<file path="config.mk">
export PLATFORM = sky130hd
export DESIGN_NAME = dpt_timer
export DESIGN_NICKNAME = d
export VERILOG_FILES = /design/src/verilog/dpt_pkg.sv /design/src/verilog/dpt_sync2.sv /design/src/verilog/dpt_tick_div.sv /design/src/verilog/dpt_timer.sv
export SDC_FILE = /design/constraint.sdc
export NUM_CORES = 1
export LEC_CHECK = 0
export BUFFER_PORTS_ARGS = -buffer_cell sky130_fd_sc_hd__buf_2
export CAP_MARGIN = 25
export CORE_UTILIZATION = 55
export DETAILED_ROUTE_END_ITERATION = 12
export GPL_ROUTABILITY_DRIVEN = 0
export GPL_TIMING_DRIVEN = 1
export PLACE_DENSITY = 0.81
export SYNTH_ARGS = -nofsm -noshare
export SYNTH_HDL_FRONTEND = slang
export SYNTH_SLANG_ARGS = --single-unit
</file>
<file path="constraint.sdc">
create_clock -name clk_i -period 2.9 [get_ports clk_i]
set_clock_uncertainty 0.05 [all_clocks]
set_input_delay 0.29 -clock clk_i [delete_from_list [all_inputs] [get_ports clk_i]]
set_output_delay 0.29 -clock clk_i [all_outputs]
set_load 0.02 [all_outputs]
</file>
<file path="src/verilog/dpt_pkg.sv">
// Constants, field layout and types shared by the dual prescaled down timer
package dpt_pkg;

  // ==========================================================================
  // Widths
  localparam int unsigned CNT_W   = 8;
  localparam int unsigned PSC_W   = 7;
  localparam int unsigned ADDR_W  = 12;
  localparam int unsigned DATA_W  = 32;
  localparam int unsigned NUM_TMR = 2;

  // ==========================================================================
  // Register indices; the byte address is four times the index
  localparam logic [7:0] IDX_PSC [0:1] = '{8'hD2, 8'hD5};
  localparam logic [7:0] IDX_CNT [0:1] = '{8'hD3, 8'hD6};
  localparam logic [7:0] IDX_CTL [0:1] = '{8'hD4, 8'hD7};

  // ==========================================================================
  // Values after reset
  localparam logic [7:0]  CNT_RST   = 8'hFF;
  localparam logic [6:0]  PSC_RST   = 7'h7F;
  localparam logic [7:0]  CTL_RST   = 8'h00;
  localparam logic [31:0] RDATA_RST = 32'h0000_0000;

  // ==========================================================================
  // Control field positions
  localparam int unsigned BIT_ZERO = 7;
  localparam int unsigned BIT_IEN  = 6;
  localparam int unsigned BIT_DIR  = 5;
  localparam int unsigned BIT_DOUT = 4;
  localparam int unsigned BIT_RUN  = 3;
  localparam int unsigned TAP_LSB  = 0;

  // ==========================================================================
  // Internal clock divider feeding both prescalers
  localparam int unsigned DIV_INT_CYC = 12;

  typedef struct packed {
    logic       zero_flag;
    logic       zero_irq_enable;
    logic       pin_direction_select;
    logic       pin_data;
    logic       prescaler_run;
    logic [2:0] tap_select;
  } dpt_ctrl_s;

  typedef enum logic [1:0] {
    DPT_MODE_EVENT  = 2'b00,
    DPT_MODE_GATED  = 2'b01,
    DPT_MODE_OUT_LO = 2'b10,
    DPT_MODE_OUT_HI = 2'b11
  } dpt_mode_e;

endpackage

</file>
<file path="src/verilog/dpt_sync2.sv">
// Two flip-flop synchroniser for one asynchronous level
`timescale 1ns/1ps
`default_nettype none
module dpt_sync2 (
  // Clock and reset
  input  wire logic clk_i,
  input  wire logic rst_n_i,
  // Level
  input  wire logic d_i,
  output var  logic q_o
);
  logic meta;

  always_ff @(posedge clk_i) begin
    if (!rst_n_i) begin
      meta <= 1'b0;
      q_o  <= 1'b0;
    end else begin
      meta <= d_i;
      q_o  <= meta;
    end
  end
endmodule
`default_nettype wire

</file>
<file path="src/verilog/dpt_tick_div.sv">
// Free running divider giving a one-cycle tick every DIV clocks
`timescale 1ns/1ps
`default_nettype none
module dpt_tick_div #(
  parameter int unsigned DIV = dpt_pkg::DIV_INT_CYC
) (
  // Clock and reset
  input  wire logic clk_i,
  input  wire logic rst_n_i,
  // Tick
  output logic      tick_o
);
  localparam int unsigned CW = (DIV > 1) ? $clog2(DIV) : 1;
  localparam logic [CW-1:0] LAST = CW'(DIV - 1);

  logic [CW-1:0] cnt;

  assign tick_o = (cnt == LAST);

  always_ff @(posedge clk_i) begin
    if (!rst_n_i) begin
      cnt <= '0;
    end else if (tick_o) begin
      cnt <= '0;
    end else begin
      cnt <= cnt + CW'(1);
    end
  end
endmodule
`default_nettype wire

</file>
<file path="src/verilog/dpt_timer.sv">
// Dual prescaled down timer with APB register access and one timer pin
//
// Summary of operation
// - Each timer is an 8-bit down counter behind a 7-bit prescaler.
// - Counter drops by one per selected tap rising edge; software loads and reads it.
// - Reaching zero sets the zero flag; with enable set an interrupt is requested.
// - An enabled timer request also serves as a wake-up event.
// - Prescaler counts internal clock over twelve; timer one may use its pin.
// - Tap zero uses prescaler input; higher taps use prescaler bit tap minus one.
// - Run bit low forces prescaler to all ones and stops the counter.
// - With run bit high, software may load any prescaler value up to 7Fh.
// - Timer one mode from direction and data bits: event, gated, drive low, high.
// - Gated mode counts the divided clock only while the pin is high.
// - Event mode counts each rising edge of the pin.
// - Output mode latches pin data onto the pin at each zero flag rise.
// - Timer two always uses the divided clock and has no pin.
// - Zero flag also sets on writing zero count or writing control bit seven.
// - Reset gives count FFh, prescaler 7Fh and a cleared control register.
// - A count write beats a simultaneous decrement to zero; the decrement does not set the flag.
// - Count and prescaler reads return the values held in the setup cycle, at any time.
// - Tap select code n divides by two to the power n.
// - Prescaler reads return zero in bit seven.
//
// Design decisions made here: the register addresses and the APB interface to the registers.
`timescale 1ns/1ps
`default_nettype none
module dpt_timer (
  // Clock and reset
  input  wire logic                   clk_i,
  input  wire logic                   rst_n_i,
  // APB slave
  input  wire logic                   psel_i,
  input  wire logic                   penable_i,
  input  wire logic                   pwrite_i,
  input  wire logic [dpt_pkg::ADDR_W-1:0] paddr_i,
  input  wire logic [dpt_pkg::DATA_W-1:0] pwdata_i,
  output var  logic [dpt_pkg::DATA_W-1:0] prdata_o,
  output logic                        pready_o,
  output logic                        pslverr_o,
  // Timer pin of the first timer
  input  wire logic                   tmr_pin_i,
  output var  logic                   tmr_pin_o,
  output logic                        tmr_pin_oe_n_o,
  // Requests
  output logic [1:0]                  zero_irq_o,
  output logic                        wake_o
);
  import dpt_pkg::*;

  // ==========================================================================
  // Bus decode
  logic                setup;
  logic                wr;
  logic                in_range;
  logic [7:0]          word_idx;
  logic [NUM_TMR-1:0]  hit_psc;
  logic [NUM_TMR-1:0]  hit_cnt;
  logic [NUM_TMR-1:0]  hit_ctl;
  logic                mapped;
  logic [DATA_W-1:0]   next_rdata;

  assign setup     = psel_i & ~penable_i;
  assign wr        = psel_i & penable_i & pwrite_i;
  assign in_range  = (paddr_i[1:0] == 2'b00) & (paddr_i[ADDR_W-1:10] == '0);
  assign word_idx  = paddr_i[9:2];
  assign mapped    = |{hit_psc, hit_cnt, hit_ctl};
  assign pready_o  = 1'b1;
  assign pslverr_o = psel_i & penable_i & ~mapped;

  // ==========================================================================
  // Timer state
  dpt_ctrl_s          ctrl [NUM_TMR];
  logic [CNT_W-1:0]   cnt  [NUM_TMR];
  logic [PSC_W-1:0]   prescale_state  [NUM_TMR];
  logic [NUM_TMR-1:0] tick_in;
  logic [NUM_TMR-1:0] cnt_tick;
  logic [NUM_TMR-1:0] psc_wr;
  logic [NUM_TMR-1:0] cnt_wr;
  logic [NUM_TMR-1:0] ctl_wr;
  logic [NUM_TMR-1:0] dec_zero;
  logic [NUM_TMR-1:0] zero_set;

  // ==========================================================================
  // Shared divided clock and pin input
  logic      div_tick;
  logic      pin_s;
  logic      pin_d;
  logic      pin_rise;
  logic      flag0_d;
  dpt_mode_e mode0;

  dpt_tick_div #(
    .DIV(DIV_INT_CYC)
  ) u_div (
    .clk_i  (clk_i),
    .rst_n_i(rst_n_i),
    .tick_o (div_tick)
  );

  // Pin comes from off chip, so it is resynchronised before any use
  dpt_sync2 u_pin_sync (
    .clk_i  (clk_i),
    .rst_n_i(rst_n_i),
    .d_i    (tmr_pin_i),
    .q_o    (pin_s)
  );

  assign pin_rise = pin_s & ~pin_d;
  assign mode0    = dpt_mode_e'({ctrl[0].pin_direction_select, ctrl[0].pin_data});

  // ==========================================================================
  // Per-timer datapath
  for (genvar i = 0; i < NUM_TMR; i++) begin : g_tmr
    logic [PSC_W-1:0] psc_dec;
    logic [2:0]       tap;
    logic [2:0]       tap_m1;
    logic             tap_rise;
    logic             run;
    logic             next_flag;

    assign hit_psc[i] = in_range & (word_idx == IDX_PSC[i]);
    assign hit_cnt[i] = in_range & (word_idx == IDX_CNT[i]);
    assign hit_ctl[i] = in_range & (word_idx == IDX_CTL[i]);
    assign psc_wr[i]  = wr & hit_psc[i];
    assign cnt_wr[i]  = wr & hit_cnt[i];
    assign ctl_wr[i]  = wr & hit_ctl[i];

    if (i == 0) begin : g_pin
      // Event counts pin edges, gated qualifies the divided clock by the pin
      assign tick_in[i] = (mode0 == DPT_MODE_EVENT) ? pin_rise :
                          (mode0 == DPT_MODE_GATED) ? (div_tick & pin_s) :
                          div_tick;
    end else begin : g_nopin
      assign tick_in[i] = div_tick;
    end

    assign run      = ctrl[i].prescaler_run;
    assign psc_dec  = prescale_state[i] - 7'h01;
    assign tap      = ctrl[i].tap_select;
    assign tap_m1   = tap - 3'd1;
    // A down counter bit rises exactly when it goes from 0 to 1 on a step
    assign tap_rise = (tap == 3'd0) ? 1'b1 :
                      (~prescale_state[i][tap_m1] & psc_dec[tap_m1]);
    assign cnt_tick[i] = run & tick_in[i] & tap_rise;
    // The write path wins over a decrement landing on zero
    assign dec_zero[i] = cnt_tick[i] & (cnt[i] == 8'h01) & ~cnt_wr[i];
    assign zero_set[i] = dec_zero[i] |
                         (cnt_wr[i] & (pwdata_i[CNT_W-1:0] == 8'h00)) |
                         (ctl_wr[i] & pwdata_i[BIT_ZERO]);
    // Hardware set beats a software clear in the same cycle
    assign next_flag = (ctl_wr[i] ? pwdata_i[BIT_ZERO] : ctrl[i].zero_flag) | zero_set[i];

    assign zero_irq_o[i] = ctrl[i].zero_flag & ctrl[i].zero_irq_enable;

    always_ff @(posedge clk_i) begin
      if (!rst_n_i) begin
        prescale_state[i]  <= PSC_RST;
        cnt[i]  <= CNT_RST;
        ctrl[i] <= dpt_ctrl_s'(CTL_RST);
      end else begin
        if (!run) begin
          prescale_state[i] <= PSC_RST;
        end else if (psc_wr[i]) begin
          prescale_state[i] <= pwdata_i[PSC_W-1:0];
        end else if (tick_in[i]) begin
          prescale_state[i] <= psc_dec;
        end
        if (cnt_wr[i]) begin
          cnt[i] <= pwdata_i[CNT_W-1:0];
        end else if (cnt_tick[i]) begin
          cnt[i] <= cnt[i] - 8'h01;
        end
        ctrl[i].zero_flag <= next_flag;
        if (ctl_wr[i]) begin
          ctrl[i].zero_irq_enable      <= pwdata_i[BIT_IEN];
          ctrl[i].pin_direction_select <= pwdata_i[BIT_DIR];
          ctrl[i].pin_data             <= pwdata_i[BIT_DOUT];
          ctrl[i].prescaler_run        <= pwdata_i[BIT_RUN];
          ctrl[i].tap_select           <= pwdata_i[TAP_LSB+2:TAP_LSB];
        end
      end
    end
  end

  assign wake_o = |zero_irq_o;

  // ==========================================================================
  // Pin output; the latch holds its value until the next zero flag rise
  assign tmr_pin_oe_n_o = ~ctrl[0].pin_direction_select;

  always_ff @(posedge clk_i) begin
    if (!rst_n_i) begin
      pin_d     <= 1'b0;
      flag0_d   <= 1'b0;
      tmr_pin_o <= 1'b0;
    end else begin
      pin_d   <= pin_s;
      flag0_d <= ctrl[0].zero_flag;
      if (ctrl[0].zero_flag & ~flag0_d) begin
        tmr_pin_o <= ctrl[0].pin_data;
      end
    end
  end

  // ==========================================================================
  // Read data is captured in the setup cycle so prdata_o comes from a flop
  assign next_rdata = hit_psc[0] ? {25'h0, prescale_state[0]} :
                      hit_cnt[0] ? {24'h0, cnt[0]} :
                      hit_ctl[0] ? {24'h0, ctrl[0]} :
                      hit_psc[1] ? {25'h0, prescale_state[1]} :
                      hit_cnt[1] ? {24'h0, cnt[1]} :
                      hit_ctl[1] ? {24'h0, ctrl[1]} :
                      RDATA_RST;

  always_ff @(posedge clk_i) begin
    if (!rst_n_i) begin
      prdata_o <= RDATA_RST;
    end else if (setup) begin
      prdata_o <= next_rdata;
    end
  end
endmodule
`default_nettype wire
</file>
# Word level (Yosys, flattened, before mapping)
# Memory sizes are Yosys's and may differ from the RTL's.
# Index checks and enable logic that the tools add are counted.
[word_totals] mem_count=3 in_bits=50 regBits=41 mem_bits_rw=46 mem_bits_ro=0 latchBits=0 out_inout_bits=39 word_cells=200
[op_classes] addsub=7 muxes=88 n_eq_ne=10 n_reduce_logical=9 n_bitwise=74 div=0 n_mul=0 magnitude_cmp=2 shifts=0
[mem_list] name="cnt" depth=2 word_bits=8 read_ports=2 rd_clocked_by_memory_dff=0 wr=2 line="dpt_timer.sv:73" rtl="logic [CNT_W-1:0] cnt [NUM_TMR];"
[mem_list] name="ctrl" depth=2 word_bits=8 read_ports=2 rd_clocked_by_memory_dff=0 wr=2 line="dpt_timer.sv:72" rtl="dpt_ctrl_s ctrl [NUM_TMR];"
[mem_list] name="prescale_state" depth=2 word_bits=7 read_ports=2 rd_clocked_by_memory_dff=0 wr=2 line="dpt_timer.sv:74" rtl="logic [PSC_W-1:0] prescale_state [NUM_TMR];"
[ops] cell="$mux 8" count=10
[ops] cell="$mux 1" count=66
[ops] cell="$eq 8x8->1 const B" count=6
[ops] cell="$mux 7" count=6
[ops] cell="$and 1x1->1" count=36
[ops] cell="$or 1x1->1" count=28
[ops] cell="$eq 8x1->1 const B" count=2
[ops] cell="$sub 8x1->8 const B" count=2
[ops] cell="$sub 7x1->7 const B" count=2
[ops] cell="$bmux 1 s3" count=4
[ops] cell="$not 1->1" count=10
[ops] cell="$logic_not 8->1" count=1
[ops] cell="$lt 3x4->1 const B" count=2
[ops] cell="$logic_not 2->1" count=3
[ops] cell="$logic_not 3->1" count=2
[ops] cell="$mux 3" count=2
[ops] cell="$reduce_or 6->1" count=1
[ops] cell="$sub 3x1->3 const B" count=2
[ops] cell="$add 4x1->4 const B" count=1
[ops] cell="$eq 4x4->1 const B" count=1
[ops] cell="$reduce_or 2->1" count=2
[ops] cell="$eq 2x1->1 const B" count=1

# Logic depth before layout (Yosys ltp)
# An unclocked memory read counts as a cell.
[logic_depth] word_depth=14 ltp_mapped=8 ltp_nobuf=7

# Modules after synthesis
# Synthesis repeated with hierarchy kept, for this count alone.
[unflattened] cells_unflattened=430 area_unflattened_um2=3991.3
[modules_own_cells] module="dpt_timer" cells_per_inst=408 area_per_inst_um2=3763.6 seq_area_each_um2=1581.5 instances=1
[modules_own_cells] module="dpt_tick_div" cells_per_inst=18 area_per_inst_um2=175.2 seq_area_each_um2=80.1 instances=1
[modules_own_cells] module="dpt_sync2" cells_per_inst=4 area_per_inst_um2=52.6 seq_area_each_um2=40.0 instances=1

# Worst setup path before layout
# Ideal clock, no wire load.
[synth_path] kind="register to register" start="mem ctrl[1][0] (netlist name)" end="mem cnt[1][0] (enable)" setup_time_ps=376 slack_ps=284 n_path_buf=1 stages_incl_launch_ff=8 required_ps=2474 arrival_time_ps=2190 synth_period_minus_slack_ps=2616 cell_sequence="edfxtp_1 clkbuf_1 inv_1 ha_1 or4b_1 a211oi_1 o32ai_1 o211ai_1"
[synth_rtl] element="start, declared" line="dpt_timer.sv:72"
[synth_rtl] element="end, declared" line="dpt_timer.sv:73"

==> results list <==
- Kind of capture point of the worst setup path: flip-flop
- During synthesis, Yosys emitted a total of 0 warnings.
- After synthesis, the netlist uses 63 different library cells.
* Clock root cell: sky130_fd_sc_hd__clkbuf_8
- Largest family of logic cells by synthesized area: simple AND/OR/NAND/NOR gates
- Hold repair after CTS inserted 0 buffers.
* Cell with the largest stage delay on the worst path: sky130_fd_sc_hd__or4_1
- The synthesized design contains 44 enable-type register cells.
- Of the total synthesized cell area, the portion taken by full adders, half adders and majority gates is 3.34%.
- Combinational logic is responsible for 9.6% of the overall power.
- The floorplan step set the die width to 88.6 um.
- Hold Vio Cnt, Final: 0
* Post-synthesis simple-gate area fraction: 23.1%
- CTS H-Tree Depth: 3
- Vias in the first global route: 2842
* Row count: 31
* CORE AREA: 7250 um^2
* Part of the power in registers: 48.5%
- After global routing the overflow that remains totals 0.
- Critical Setup Path Class: reg2reg
- Highest achievable clock rate: 385 MHz
* Largest net degree at the start of global routing: 26
- Across all setup checks in the final design, the least slack found is between 0.3 and 0.4 ns.
- In this run the count of I/O pins placed on the die edge is 89.
* Per-cell via count in the routed design: just under 6
* Initial DRC count: ~260
* Wire length of the first global-routing pass: 14900 um
* Largest vdd supply drop: roughly 0.00033 V
* Worst Max-Slew Pin Slew: between 0.8 and 0.9 ns
* Leakage power figure: between 0.0015 and 0.002 uW
- Area of the mapped netlist: just over 4000 um^2
- Area of the multi-input gates: 2170 um^2
- STA puts the critical path data arrival time at 2.67 ns.
- Dividing the detail-routed wire length by the instance count gives 16.7 um.
- Net switching is 25.3% of the power.
* CTS tree: built
* Filler cell count: between 600 and 700
- Number of cells on the critical path: 7
- The setup check on the worst reg-to-reg path leaves a slack of 0.30 ns.
- The library cell used most frequently in the layout, excluding fill and tap cells, is sky130_fd_sc_hd__nand2_1.
- Status: complete, no violations
- The finished cells cover 4540 um^2.
- Gates resized during post-CTS repair numbered 0.
* Share of cell area taken by muxes after synthesis: 4.83%
- Following the worst setup path forward leads to its endpoint at cnt[1][2].
- Number of port buffers: 39
- Post-synth ARST share: 0%
- Counting both buffers and inverters, the worst setup path holds a total of 1.
* Total number of clock tree sinks: 63
- Before CTS, the worst setup slack after placement is 0.304 ns.
- Adding up every negative setup slack in the final design gives 0 ns.
* Period Utilization, post-route: around nine tenths
- Layout cell share with drive strength beyond 1: 18.9%
- Critical-path cell list: inv_1, ha_1, or4b_1, a211oi_1, o32ai_1, or4_1, o21a_1
- Sequential cells were found to cover 41.3% of the synthesized design area.
* Vias post-DR: roughly 3400
- Initial Utilization: 56.8%
- Final cell count without fillers: 574
* Total wire length after detailed routing: 9570 um
- Unrepaired setup endpoints after global routing: no
- Post-Syn Instances: 430
* Clock Latency Late Sink: 0.36 ns
- Startpoint of the worst setup timing path: ctrl[1][1]
- On the final layout, the worst hold slack is 0.0937 ns.
* Number of flip-flops and latches in the synthesized netlist: 63
- Largest stage delay on the critical path: between 0.5 and 0.6 ns
- Power Density: between 400 and 500 nW/um^2
- Number of maximum-capacitance constraint violations: 0
- Count of pins over their slew limit: 0
- Post-CTS setup buffer count: 0
- Area after detailed placement: 4320 um^2
- Clock-pin transition on the worst setup and hold timing paths: 0.07 ns
- Of all nets on the critical path, the largest fanout is 4.
- Setup violations, final: 0
- Counting cells, the worst reg-to-reg path comes to 7.
- The floorplan step set the die height to 88.6 um.
- Initial antenna violation count: 0
* Max-slew headroom at the worst pin: approximately 44%
- Full die area: 7840 um^2
* Worst R2R End: cnt[1][2]
* Minimum period implied by the final worst setup slack: about 2.6 ns
- For the worst setup path, the data required time is 2.97 ns.
* Switching power: roughly 520 uW
- The min-delay analysis places its worst path in the category in2reg.
- Most used flip-flop cell after synthesis: sky130_fd_sc_hd__edfxtp_1
* Post-DP HPWL: 7110 um
- Maximum clock insertion buffer count: 2
- Commonest non-fill, non-tap cells in the layout: 47 x sky130_fd_sc_hd__nand2_1, 44 x sky130_fd_sc_hd__edfxtp_1, 39 x sky130_fd_sc_hd__buf_2
- Num CTS Buffers: 9
- 0 antenna diodes ended up in the layout.
- Global routing used 26.2% of the available tracks across all layers.
- On the critical path the largest part of the delay comes from simple AND/OR/NAND/NOR gates.
- The synthesized netlist devotes 14.3% of its cell area to compound gates.
- Number of placed cells counting well taps: ~560
* Sequential cell area in the final layout: 1700 um^2
* Xor/xnor cell area share of the yosys netlist: under 10%
- After synthesis, the mean cell area works out to 9.58 um^2.
* DRT Pass-1 Iters: 5
- Category of the worst setup path launch point: flip-flop
- Final #Nets: 531
* Internal power of the cells: 1520 uW
* Synthesis-to-finish area growth: 10.1%
- The clock network burns 41.9% of the power.
- Residual DRC count: 0
- R2r startpoint: ctrl[1][1]
* Final antenna-violating net count: 0
-- layer usage --
| metal | up-vias | routed length, um | global-route usage, % |
|---|---|---|---|
| met3 | 12 | 858 | 7.46 |
| met1 | 1582 | 4040 | 35.4 |
| met2 | 162 | 4550 | 41.3 |
| met4 | 0 | 121 | 7.62 |
| met5 | - | 0 | 0 |
| li1 | 1599 | - | - |
-- power groups by stage --
| stage | logic (uW) | registers [uW] | clock network, uW |
|---|---|---|---|
| after global routing | 212 | 989 | 903 |
| after floorplan | 152 | 1000 | 0 |
| final | 195 | 987 | 854 |
| after detailed placement | 191 | 1010 | 0 |
| after global placement | 186 | 1010 | 0 |
| after CTS | 191 | 987 | 864 |
-- cell families (layout without fill, tap and decap cells) --
kind of cell | count (synthesis) | count (layout)
adders and majority gates | 11 | 11
xor gates and xnor gates | 23 | 23
and+or+nand+nor | 179 | 179
AOI/OAI and AO/OA | 82 | 82
muxes | 11 | 11
DFF | 63 | 63
buffers and inverters | 59 | 81
other | 2 | 25
-- cell type report --
type / count / share of cell area (%)
clock inverters: 7 / 2.15
multi-input cells: 331 / 47.9
well taps: 99 / 2.73
inverters: 20 / 1.65
repair buffers: 45 / 5.30
flip-flops and latches: 63 / 37.5
clock buffers: 9 / 2.73
-- flip-flops by register name, indices dropped and copies added (netlist names) --
name	flops
cnt	16
ctrl	16
prescale_state	14
prdata_o	8
u_div.cnt	4
flag0_d	1
pin_d	1
tmr_pin_o	1
u_pin_sync.meta	1
u_pin_sync.q_o	1
-- through the flow --
stage          utilization (%)  total power (uW)
6_report                  62.5              2040
5_1_grt                   62.5              2100
4_1_cts                   62.5              2040
3_5_place_dp              59.5              1200
3_3_place_gp              59.5              1190
2_1_floorplan                -              1150
-- worst register-to-register path: cells and delay by family (launching register included) --
kind                     cells  cell delay, ns
buffers and inverters        1            0.07
flip-flops                   1            0.36
AO/OA/AOI/OAI                3            0.54
AND/OR/NAND/NOR              2            1.01
adder cells (fa/ha/maj)      1            0.33
-- worst min path at each step --
stage,slack [ns],end,startpoint,cells after the start
floorplan,0.36,u_pin_sync.q_o,u_pin_sync.meta,1
global placement,0.37,u_pin_sync.q_o,u_pin_sync.meta,1
detailed placement,0.38,prdata_o[3],prdata_o[3],2
CTS,0.09,u_pin_sync.meta,tmr_pin_i,2
global route,0.1,u_pin_sync.meta,tmr_pin_i,2
finish,0.09,u_pin_sync.meta,tmr_pin_i,2
-- cells in the mapped netlist (2+ instances only) --
cell / number / area [um^2]
sky130_fd_sc_hd__a211oi_1: 2 / 15.0
sky130_fd_sc_hd__a21boi_0: 2 / 15.0
sky130_fd_sc_hd__a21oi_1: 14 / 70.1
sky130_fd_sc_hd__a21oi_2: 7 / 61.3
sky130_fd_sc_hd__a221oi_1: 2 / 17.5
sky130_fd_sc_hd__a2bb2oi_1: 6 / 52.6
sky130_fd_sc_hd__a41o_1: 2 / 20.0
sky130_fd_sc_hd__a41oi_1: 7 / 61.3
sky130_fd_sc_hd__and2_1: 20 / 125
sky130_fd_sc_hd__and3_1: 4 / 25.0
sky130_fd_sc_hd__and4_1: 3 / 26.3
sky130_fd_sc_hd__buf_4: 25 / 188
sky130_fd_sc_hd__buf_6: 2 / 22.5
sky130_fd_sc_hd__clkbuf_1: 11 / 41.3
sky130_fd_sc_hd__conb_1: 2 / 7.51
sky130_fd_sc_hd__dfxtp_1: 19 / 380
sky130_fd_sc_hd__edfxtp_1: 44 / 1320
sky130_fd_sc_hd__ha_1: 11 / 138
sky130_fd_sc_hd__inv_1: 20 / 75.1
sky130_fd_sc_hd__mux2i_1: 3 / 30.0
sky130_fd_sc_hd__mux4_2: 7 / 158
sky130_fd_sc_hd__nand2_1: 47 / 176
sky130_fd_sc_hd__nand2b_1: 2 / 12.5
sky130_fd_sc_hd__nand3_1: 9 / 45.0
sky130_fd_sc_hd__nand3b_1: 3 / 22.5
sky130_fd_sc_hd__nand4_1: 3 / 18.8
sky130_fd_sc_hd__nor2_1: 31 / 116
sky130_fd_sc_hd__nor2_2: 7 / 43.8
sky130_fd_sc_hd__nor2b_1: 6 / 37.5
sky130_fd_sc_hd__nor3_1: 14 / 70.1
sky130_fd_sc_hd__nor3b_1: 4 / 30.0
sky130_fd_sc_hd__nor4_1: 8 / 50.1
sky130_fd_sc_hd__o211ai_1: 8 / 60.1
sky130_fd_sc_hd__o21a_1: 4 / 30.0
sky130_fd_sc_hd__o21ai_0: 15 / 75.1
sky130_fd_sc_hd__o31ai_1: 2 / 15.0
sky130_fd_sc_hd__or3_1: 3 / 18.8
sky130_fd_sc_hd__or4_1: 4 / 30.0
sky130_fd_sc_hd__or4_4: 2 / 22.5
sky130_fd_sc_hd__xnor2_1: 13 / 114
sky130_fd_sc_hd__xor2_1: 10 / 87.6
Note: power is estimated with default switching activity, not from simulation.
